===== config.mk =====
export PLATFORM = sky130hd
export DESIGN_NAME = dwtt_sched
export DESIGN_NICKNAME = d
export VERILOG_FILES = /design/src/design/dwtt_pkg.sv /design/src/design/dwtt_cnt.sv /design/src/design/dwtt_sched.sv
export SDC_FILE = /design/constraint.sdc
export NUM_CORES = 1
export LEC_CHECK = 0
export BUFFER_PORTS_ARGS = -buffer_cell sky130_fd_sc_hd__buf_4
export CAP_MARGIN = 20
export CORE_ASPECT_RATIO = 0.6
export CORE_MARGIN = 4
export CORE_UTILIZATION = 41
export CTS_CLUSTER_DIAMETER = 50
export DETAILED_ROUTE_END_ITERATION = 8
export MAX_ROUTING_LAYER = met4
export PLACE_DENSITY_LB_ADDON = 0.08
export SKIP_LAST_GASP = 1
export SYNTH_ARGS = -nofsm -noshare
export SYNTH_HDL_FRONTEND = slang
export SYNTH_SLANG_ARGS = --single-unit

===== constraint.sdc =====
create_clock -name sys_clk -period 4.19 [get_ports sys_clk]
set_clock_uncertainty 0.1 [all_clocks]
set_input_delay 0.419 -clock sys_clk [delete_from_list [all_inputs] [get_ports sys_clk]]
set_output_delay 0.419 -clock sys_clk [all_outputs]
set_load 0.005 [all_outputs]

===== src/design/dwtt_pkg.sv =====
// Package with timing constants, types and register map for the scheduler
package dwtt_pkg;
    localparam int  DWTT_NGRP      = 4;
    localparam int  DWTT_CW        = 6;
    localparam logic [5:0] DWTT_CWL_MIN    = 6'h09;
    localparam logic [5:0] DWTT_WCCD_CRC2  = 6'h06;
    localparam logic [5:0] DWTT_ONE_TCK    = 6'h01;
    localparam logic [5:0] DWTT_BEATS8     = 6'h08;
    localparam logic [5:0] DWTT_BEATS4     = 6'h04;
    localparam logic [5:0] DWTT_CRC_BEATS  = 6'h02;
    localparam logic [1:0] DWTT_BL_FIX8    = 2'h0;
    localparam logic [1:0] DWTT_BL_OTF     = 2'h1;
    localparam logic [1:0] DWTT_BL_FIXBC4  = 2'h2;
    // Register addresses
    localparam logic [3:0] DWTT_A_MODE     = 4'h0;
    localparam logic [3:0] DWTT_A_LAT      = 4'h1;
    localparam logic [3:0] DWTT_A_TWTR     = 4'h2;
    localparam logic [3:0] DWTT_A_TWTRCD   = 4'h3;
    localparam logic [3:0] DWTT_A_CMD      = 4'h4;
    localparam logic [3:0] DWTT_A_STAT     = 4'h5;
    // Command codes on the issue port
    localparam logic [1:0] DWTT_OP_NONE    = 2'h0;
    localparam logic [1:0] DWTT_OP_RD      = 2'h1;
    localparam logic [1:0] DWTT_OP_WR      = 2'h2;

    typedef struct packed {
        logic [1:0] bl_mode;
        logic       pre2;
        logic       crc_en;
        logic       dm_en;
    } dwtt_mode_t;

    typedef struct packed {
        logic       valid;
        logic [1:0] op;
        logic [1:0] grp;
        logic       a12;
    } dwtt_cmd_t;
endpackage : dwtt_pkg


===== src/design/dwtt_cnt.sv =====
// Per bank-group countdown holding cycles until the next read is allowed
`timescale 1ns/10ps
`default_nettype none
module dwtt_cnt
    import dwtt_pkg::*;
#(
    parameter int W = 8
) (
    input  wire logic         sys_clk,
    input  wire logic         rst,
    input  wire logic         load,
    input  wire logic [W-1:0] value,
    output logic              zero
);
    typedef struct packed {
        logic [W-1:0] cnt;
    } dwtt_cnt_st_t;
    dwtt_cnt_st_t st;
    dwtt_cnt_st_t next_st;

    always_comb begin
        next_st = st;
        // A later write never shortens a wait that is still running
        if (load && value >= st.cnt) begin
            next_st.cnt = value;
        end else if (st.cnt != '0) begin
            next_st.cnt = st.cnt - W'(1);
        end
    end

    always_ff @(posedge sys_clk or posedge rst) begin
        if (rst) begin
            st <= '0;
        end else begin
            st <= next_st;
        end
    end

    assign zero = (st.cnt == '0);
endmodule : dwtt_cnt
`default_nettype wire


===== src/design/dwtt_sched.sv =====
// Host-side write turnaround scheduler for a DDR4 command stream
// Summary of operation
// - In two-clock preamble mode, write latency 9 is refused as illegal.
// - Two-clock preamble with CRC forbids write-to-write spacing of six clocks.
// - Read to write gap is CL-CWL+read_burst_beats/2+1+preamble clocks.
// - Same group write to read gap is CWL+write_burst_beats/2+tWTR_L.
// - Other group write to read gap is CWL+write_burst_beats/2+tWTR_S.
// - Read beats are 8 for length-8 reads, 4 for chopped reads.
// - Write beats are 4 only with fixed chop, otherwise 8.
// - Turnaround counting starts after the last data beat, CRC included.
// - With CRC and data mask on, use the CRC-mask turnaround values.
// - After a write timing violation, full reinitialisation is required.
`timescale 1ns/10ps
`default_nettype none
module dwtt_sched
    import dwtt_pkg::*;
#(
    parameter int CW = 8
) (
    input  wire logic       sys_clk,
    input  wire logic       rst,
    input  wire logic [3:0] addr,
    input  wire logic [7:0] wdata,
    input  wire logic       wr,
    input  wire logic       rd,
    output logic      [7:0] rdata,
    input  wire logic       cmd_ready,
    output dwtt_cmd_t       cmd_out
);
    typedef struct packed {
        dwtt_mode_t      mode;
        logic [5:0]      cl;
        logic [5:0]      cwl;
        logic [3:0]      twtr_l;
        logic [3:0]      twtr_s;
        logic [3:0]      twtr_l_cd;
        logic [3:0]      twtr_s_cd;
        dwtt_cmd_t       pend;
        logic [CW-1:0]   rtw;
        logic [CW-1:0]   wtw;
        logic [CW-1:0]   since_wr;
        logic            wr_seen;
        logic            lat_err;
        logic            space_err;
        logic            reinit_req;
        dwtt_cmd_t       out;
        logic [7:0]      rdata;
    } dwtt_st_t;
    dwtt_st_t st;
    dwtt_st_t next_st;

    logic [DWTT_NGRP-1:0]  grp_zero;
    logic [DWTT_NGRP-1:0]  grp_load;
    logic [CW-1:0]         grp_val [DWTT_NGRP];

    function automatic logic [5:0] wr_beats(input logic [1:0] blm);
        return (blm == DWTT_BL_FIXBC4) ? DWTT_BEATS4 : DWTT_BEATS8;
    endfunction

    function automatic logic [5:0] rd_beats(input logic [1:0] blm,
                                            input logic a12);
        logic chop;
        chop = (blm == DWTT_BL_FIXBC4) || (blm == DWTT_BL_OTF && !a12);
        return chop ? DWTT_BEATS4 : DWTT_BEATS8;
    endfunction

    // Burst actually chopped on the data bus for a write
    function automatic logic wr_chop(input logic [1:0] blm, input logic a12);
        if (blm == DWTT_BL_FIXBC4) begin
            return 1'b1;
        end
        return (blm == DWTT_BL_OTF) && !a12;
    endfunction

    logic       lat_bad;
    logic       issue;
    logic       can_go;
    logic [5:0] pre_clk;
    logic [3:0] wtr_l;
    logic [3:0] wtr_s;
    logic [CW-1:0] rtw_val;
    logic [CW-1:0] wtr_base;

    always_comb begin
        pre_clk = DWTT_ONE_TCK + {5'h00, st.mode.pre2};
        lat_bad = st.mode.pre2 && (st.cwl <= DWTT_CWL_MIN);
        wtr_l = (st.mode.crc_en && st.mode.dm_en) ? st.twtr_l_cd
                                                  : st.twtr_l;
        wtr_s = (st.mode.crc_en && st.mode.dm_en) ? st.twtr_s_cd
                                                  : st.twtr_s;
        rtw_val = CW'(st.cl - st.cwl
                      + (rd_beats(st.mode.bl_mode, st.pend.a12) >> 1)
                      + DWTT_ONE_TCK + pre_clk);
        // Counted from the edge after the final beat, CRC beats included
        wtr_base = CW'(st.cwl + (wr_beats(st.mode.bl_mode) >> 1)
                       + (st.mode.crc_en ? DWTT_CRC_BEATS >> 1 : 6'h00)
                       + DWTT_ONE_TCK);
        can_go = 1'b0;
        if (st.pend.valid && !lat_bad && !st.reinit_req) begin
            if (st.pend.op == DWTT_OP_RD) begin
                can_go = grp_zero[st.pend.grp];
            end else begin
                can_go = (st.rtw == '0) &&
                    !(st.mode.pre2 && st.mode.crc_en && st.wr_seen &&
                      st.since_wr == CW'(DWTT_WCCD_CRC2 - DWTT_ONE_TCK));
            end
        end
        issue = can_go && cmd_ready;
        for (int g = 0; g < DWTT_NGRP; g++) begin
            grp_load[g] = issue && (st.pend.op == DWTT_OP_WR);
            grp_val[g]  = wtr_base + CW'((g == int'(st.pend.grp)) ? wtr_l
                                                                 : wtr_s);
        end
    end

    always_comb begin
        next_st = st;
        next_st.out = '0;
        next_st.lat_err = lat_bad;
        if (st.rtw != '0) begin
            next_st.rtw = st.rtw - CW'(1);
        end
        if (st.since_wr != '1) begin
            next_st.since_wr = st.since_wr + CW'(1);
        end
        if (issue) begin
            next_st.out = st.pend;
            next_st.out.a12 = !wr_chop(st.mode.bl_mode, st.pend.a12);
            next_st.pend.valid = 1'b0;
            if (st.pend.op == DWTT_OP_RD) begin
                next_st.rtw = rtw_val;
            end else begin
                next_st.since_wr = '0;
                next_st.wr_seen = 1'b1;
            end
        end
        if (wr) begin
            unique case (addr)
                DWTT_A_MODE: begin
                    next_st.mode = dwtt_mode_t'(wdata[4:0]);
                    // Clearing the flag after a violation models reinit
                    if (wdata[7]) begin
                        next_st.reinit_req = 1'b0;
                        next_st.space_err  = 1'b0;
                    end
                end
                DWTT_A_LAT: begin
                    next_st.cwl = {2'h0, wdata[3:0]} + DWTT_CWL_MIN;
                    next_st.cl  = {2'h0, wdata[7:4]} + DWTT_CWL_MIN;
                end
                DWTT_A_TWTR: begin
                    next_st.twtr_s = wdata[3:0];
                    next_st.twtr_l = wdata[7:4];
                end
                DWTT_A_TWTRCD: begin
                    next_st.twtr_s_cd = wdata[3:0];
                    next_st.twtr_l_cd = wdata[7:4];
                end
                DWTT_A_CMD: begin
                    if (st.pend.valid && !issue) begin
                        next_st.space_err  = 1'b1;
                        next_st.reinit_req = 1'b1;
                    end else begin
                        next_st.pend.valid = wdata[0];
                        next_st.pend.op    = wdata[2:1];
                        next_st.pend.grp   = wdata[4:3];
                        next_st.pend.a12   = wdata[5];
                    end
                end
                default: begin
                end
            endcase
        end
        next_st.rdata = '0;
        if (rd) begin
            unique case (addr)
                DWTT_A_MODE:   next_st.rdata = {st.reinit_req, 2'h0, st.mode};
                DWTT_A_LAT:    next_st.rdata = {st.cl[3:0] - DWTT_CWL_MIN[3:0],
                                                st.cwl[3:0] - DWTT_CWL_MIN[3:0]};
                DWTT_A_TWTR:   next_st.rdata = {st.twtr_l, st.twtr_s};
                DWTT_A_TWTRCD: next_st.rdata = {st.twtr_l_cd, st.twtr_s_cd};
                DWTT_A_CMD:    next_st.rdata = {2'h0, st.pend.a12, st.pend.grp,
                                                st.pend.op, st.pend.valid};
                DWTT_A_STAT:   next_st.rdata = {st.reinit_req, st.space_err,
                                                st.lat_err, 1'b0, grp_zero};
                default:       next_st.rdata = '0;
            endcase
        end
    end

    for (genvar g = 0; g < DWTT_NGRP; g++) begin : g_grp
        dwtt_cnt #(.W(CW)) u_cnt (
            .sys_clk (sys_clk),
            .rst     (rst),
            .load    (grp_load[g]),
            .value   (grp_val[g]),
            .zero    (grp_zero[g])
        );
    end

    always_ff @(posedge sys_clk or posedge rst) begin
        if (rst) begin
            st <= '0;
        end else begin
            st <= next_st;
        end
    end

    assign rdata   = st.rdata;
    assign cmd_out = st.out;
endmodule : dwtt_sched
`default_nettype wire


==> flow_summary.yaml, run 1 <==
floorplanning:
  fp-row-count: 38
  die_y_um: 113
  fp.dieW_um: 183
  io-pin-count: 31
  start_util_pct: 41.9
  die_area_um2: 20800
  core_um2: 18100
drt:
  drtIter0Drc: 407
  ant_nets: 0
  drc: 0
  drt_first_pass_iters: 9
  wire_per_inst_um: 19.4
  vias: 6310
  via_per_inst: 5.56
  drt_wl_total_um: 22000
logic_synthesis:
  synth_top_family_by_area: "simple AND/OR/NAND/NOR gates"
  synth_top_flop_cell: "dfrtp_1"
  synthMuxAreaShare_pct: 12.3
  ys_seq_area_share_pct: 33.7
  synth-seq-cells: 102
  synthSimpleGateAreaFrac_pct: 15.2
  syn_avg_cell_area_um2: 9.70
  syn-instance-count: 780
  synth.distinct_cells: 62
  netlist_area_um2: 7570
  synth_edf_count: 0
  synth-xor-area-share_pct: 6.48
  synthArstFlopShare_pct: 100
  synth_compound_area_share_pct: 13.4
  synth_warnings: 0
  synth-adder-area-share_pct: 14.1
critical_path:
  critPathBufInv: 3
  crit_type: "register to register"
  reg2reg_depth: 18
  crit_chain: "nor2b_4 > ha_2 > inv_2 > fa_2 > nor3b_4 > xnor2_4 > buf_6 > buf_6 > ha_4 > a21oi_2 > xnor2_2 > ha_1 > a21oi_2 > nor2b_4 > a2111oi_4 > o21ai_2 > o211ai_4 > mux2_2"
  cpLargestDelayFamily: "adder cells"
  max_stage_delay_ns: 0.49
  worst-r2r-setup-slack_ns: -0.04
  startpoint_type: "register"
  required_ns: 4.34
  rr_startpoint: "st[79]"
  rr_endpoint: "g_grp[2].u_cnt.st[4]"
  path_max_fanout: 8
  cp_data_arrival_time_ns: 4.38
  worst_setup_path_end_kind: "register"
  cp_slowest_cell: "fa_2"
job:
  drv_cap: 0
global_routing:
  grt_remaining_overflow: 0
  antenna_found_initial: 1
  track_usage_pct: 21.8
  grt_max_degree: 44
  grt_pass1_wl_um: 34300
  grt_pass1_vias: 6096
final_layout:
  final_common_cell: "buf_4"
  nets: 985
  syn2layout_area_growth_pct: 26.0
  drive_gt1_share_pct: 28.9
  mostFrequentLayoutCells: "buf_4 (104), dfrtp_1 (102), ha_1 (64), inv_1 (57), nor2_1 (46)"
  fin_area_um2: 9530
  num-fill-cells: 1616
pwr:
  irDropWorstVdd_v: 0.000307
  comb_power_share_pct: 70.2
  power.share.sequential_pct: 17.1
  power_density_nw_per_um2: 698
  switching_share_pct: 42.1
  clkPwrFrac_pct: 12.8
  p_int_mw: 3.86
  leakagePower_nw: 4.58
  p_switching_mw: 2.80
timing:
  final_hold_viol_count: 0
  report.final.slew_viol_count: 0
  min_period_ns: 4.23
  postLayoutSetupSlackWorst_ns: -0.0422
  rsz0062_at_grt: "true"
  hold-worst-slack_ns: 0.236
  fmax_ghz: 0.236
  period_share_pct: 101
  worstMarginPinSlew_ns: 0.969
  setup_viol_count_final: 6
  slew_headroom_pct: 34.9
outcome:
  status: "complete, but fails checks"
  violations: "setup timing"
placement:
  pre_cts_ws_ns: -0.415
  place.gp.congestion: 0.908
  dpl_cell_area_um2: 8430
  io_buffers: 30
  hpwlAfterDp_um: 16500
cts:
  cts_tree: "done"
  h-tree-depth: 3
  numCtsBuffers: 9
  path_clk_slew_ns: 0.08
  clk_latency_ns: 0.37
  clkSinkCount: 102
  cts_root_buf: "clkbuf_16"
  cts_max_path_buffers: 2
min_path:
  hold_end: "st[62]"
  min_path_type: "input port to register"
  hold_path_startpoint: "wdata[6]"
  min_path_cells: 2
==> repair_timing <==
| item | in CTS | in global routing |
|---|---|---|
| hold buffers | 1 | 0 |
| hold endpoints to repair | 19 | 0 |
| resized for setup | 49 | 67 |
| setup endpoints to repair | 32 | 32 |
| pin swaps | 11 | 27 |
| buffers inserted | 8 | 18 |
==> power groups by stage <==
stage	Combinational (mW)	Sequential, mW	Clock [mW]
5_1_grt	5.12	1.14	0.919
3_3_place_gp	3.11	1.15	0
6_report	4.67	1.14	0.849
3_5_place_dp	3.22	1.15	0
4_1_cts	3.69	1.13	0.880
2_1_floorplan	2.09	1.13	0
==> worst max path at each step <==
stage	from	to	slack [ns]	depth (start not counted)
after floorplan	st[79]	g_grp[3].u_cnt.st[1]	0.02	16
after global placement	st[79]	g_grp[0].u_cnt.st[5]	-0.28	16
after detailed placement	st[79]	g_grp[0].u_cnt.st[1]	-0.41	16
after CTS	st[79]	g_grp[0].u_cnt.st[3]	-0.04	16
after global routing	st[79]	g_grp[2].u_cnt.st[4]	-0.19	18
final	st[79]	g_grp[2].u_cnt.st[4]	-0.04	18
==> stage by stage <==
| stage | std cells | total power, mW | TNS, ns | utilization, % |
|---|---|---|---|---|
| 2_1_floorplan | 783 | 3.22 | 0 | - |
| 3_3_place_gp | 1090 | 4.25 | -5.45 | 46.7 |
| 3_5_place_dp | 1090 | 4.37 | -10.62 | 46.7 |
| 4_1_cts | 1115 | 5.71 | -0.131 | 49.9 |
| 5_1_grt | 1134 | 7.19 | -2.77 | 52.8 |
| 6_report | 1134 | 6.66 | -0.165 | 52.8 |
==> flip-flops by register name, summed over array words and instances, names as in the netlist <==
| register | flops |
|---|---|
| st | 56 |
| rdata | 8 |
| g_grp.u_cnt.st | 32 |
| cmd_out | 6 |
==> cell type report <==
type,instances,area [µm²],area share (%)
diodes,1,2.50,0.0263
well taps,240,300,3.15
inverters,59,224,2.35
multi-input cells,599,5220,54.8
clock inverters,6,51.3,0.538
flip-flops and latches,102,2550,26.8
repair buffers,117,943,9.90
clock buffers,10,239,2.51
==> Yosys cell counts, types with 10 or more instances <==
master,number,area (µm²)
nand2b_1,14,87.6
dfrtp_1,102,2550
buf_4,14,105
nand3_1,29,145
mux2_2,54,608
nor2_1,46,173
a21oi_1,43,215
xnor2_1,39,342
nor2b_1,14,87.6
nand2_1,43,161
inv_1,59,221
a21o_1,20,150
xor2_1,17,149
ha_1,73,913
o21ai_0,33,165
mux2i_1,32,320
nor3_1,24,120
o21a_1,10,75.1
==> layer usage <==
layer,part of all wire (%),track usage (%),up-vias
met5,0,-,-
met4,1.1,3.87,0
met3,6.4,6.20,25
met2,42,29.7,182
met1,51,32.4,3098
li1,-,-,3005
==> kinds of logic after synthesis <==
kind of cell,after synthesis
flops,102
buf+inv,82
mux,86
simple gates,219
compound gates,153
xor+xnor,56
fa+ha+maj,81
other cells,1
Power figures use the tool's default switching activity.
==> run 2: changes to the inputs <==
- BUFFER_PORTS_ARGS: -buffer_cell sky130_fd_sc_hd__buf_4 -> unset
- CORE_UTILIZATION: 41 -> 35
- DONT_BUFFER_PORTS: unset -> 1
==> flow_summary.yaml, run 2 (synthesis results as in run 1) <==
critical_path:
  cp_data_arrival_time_ns: 4.37
  crit_type: "register to register"
  path_max_fanout: 8
  worst_setup_path_end_kind: "register"
  cp_slowest_cell: "fa_2"
  crit_chain: "nor2b_4 > ha_2 > inv_2 > fa_2 > buf_12 > xnor2_4 > buf_12 > ha_4 > a21o_1 > a21oi_4 > xnor2_2 > ha_1 > a21oi_2 > nor2b_4 > a2111oi_4 > o21ai_2 > o211ai_4 > mux2_4"
  required_ns: 4.34
  critPathBufInv: 3
  cpLargestDelayFamily: "adder cells"
  max_stage_delay_ns: 0.59
  startpoint_type: "register"
drt:
  wl_met1_um: 12100
  drt_wl_total_um: 22000
  drtIter0Drc: 391
  via_per_inst: 5.30
  ant_nets: 0
  drc: 0
  vias: 6137
  wl_met3_um: 1180
  wl_met2_um: 8550
  wire_per_inst_um: 18.9
  drt_first_pass_iters: 6
  dr.max_layer_used: "met4"
floorplanning:
  fp-row-count: 41
  core_um2: 21100
  die_y_um: 122
  die_area_um2: 24100
  start_util_pct: 35.8
  io-pin-count: 31
  fp.dieW_um: 198
timing:
  fmax_ghz: 0.237
  hold-worst-slack_ns: 0.0696
  setup_viol_count_final: 19
  worstMarginPinSlew_ns: 0.965
  rsz0062_at_grt: "true"
  min_period_ns: 4.22
  period_share_pct: 101
  postLayoutSetupSlackWorst_ns: -0.0283
  slew_headroom_pct: 35.0
  final_hold_viol_count: 0
  report.final.slew_viol_count: 0
global_routing:
  grt_pass1_vias: 6055
  track_usage_pct: 18.9
  grt_remaining_overflow: 0
  antenna_found_initial: 1
  grt_max_degree: 42
  grt_pass1_wl_um: 34300
placement:
  hpwlAfterDp_um: 16800
  place.gp.congestion: 0.826
  io_buffers: 0
  dpl_cell_area_um2: 8390
  pre_cts_ws_ns: -0.445
final_layout:
  mostFrequentLayoutCells: "dfrtp_1 (102), buf_4 (88), ha_1 (64), inv_1 (57), nor2_1 (46)"
  largest-register: "st"
  drive_gt1_share_pct: 27.6
  syn2layout_area_growth_pct: 25.6
  final_common_cell: "dfrtp_1"
  fin_area_um2: 9500
  post-route-util_pct: 45.0
  largest_reg_flops: 56
  num-fill-cells: 2005
  nets: 971
cts:
  cts_tree: "done"
  h-tree-depth: 3
  path_clk_slew_ns: 0.07
  cts_max_path_buffers: 2
  clk_latency_ns: 0.37
  numCtsBuffers: 9
  clkSinkCount: 102
  cts_root_buf: "clkbuf_16"
pwr:
  irDropWorstVdd_v: 0.000312
  power_density_nw_per_um2: 697
  leakagePower_nw: 4.51
min_path:
  min_path_type: "input port to register"
outcome:
  status: "complete, but fails checks"
  violations: "setup timing"
job:
  drv_cap: 0
run 2: cell count changes in the layout (fill, tap and decap cells not counted), sizes merged:
cell | before | now
buf | 116 | 102
clkbuf | 10 | 13
clkinvlp | 1 | 2
inv | 63 | 59
run 2: timing repair:
| item | 4_1_cts | 5_1_grt |
|---|---|---|
| endpoints found under the hold margin | 32 | 0 |
| resized for setup | 51 | 71 |
| buffers inserted | 10 | 16 |
| hold buffers | 1 | 0 |
| pin swaps | 17 | 26 |
| gates cloned | 0 | 0 |
| setup endpoints to repair | 32 | 32 |
run 2: final timing paths:
path,startpoint,to,slack (ns),cells after the start
worst max-delay path,st[79],g_grp[0].u_cnt.st[1],-0.03,18
worst min-delay path,wdata[0],st[64],0.07,1
worst max register to register,st[79],g_grp[0].u_cnt.st[1],-0.03,18
worst min register to register,st[17],st[17],0.37,1
max in group asynchronous,rst,st[52],2.64,3
min in group asynchronous,rst,st[47],0.45,2
run 2: layout make-up:
type	count	area, µm²	share of cell area, %
multi-input combinational	599	5240	55.2
sequential	102	2550	26.9
timing repair buffer	103	863	9.08
tap	279	349	3.67
clock buffer	13	250	2.63
inverter	59	224	2.36
clock inverter	3	20.0	0.211
antenna	1	2.50	0.0263
run 2: per-layer routing:
metal  GRT usage [%]  vias to the layer above
met2            24.0                      143
met1            30.0                     3010
met4            3.65                        0
met5               -                        -
met3            4.39                       12
li1                -                     2972
run 2: stage by stage:
stage | cells | power, mW | setup TNS [ns]
floorplan | 783 | 3.22 | 0
CTS | 1144 | 5.51 | -2.45
global placement | 1117 | 4.29 | -7.57
finish | 1159 | 6.62 | -0.342
global route | 1158 | 7.13 | -4.32
detailed placement | 1117 | 4.34 | -12.39
run 2: power breakdown:
group / internal [mW] / switching [mW] / leakage, nW
combinational: 2.42 / 2.26 / 3.08
sequential: 1.06 / 0.0726 / 1.31
clock: 0.419 / 0.386 / 0.126
total: 3.90 / 2.72 / 4.51
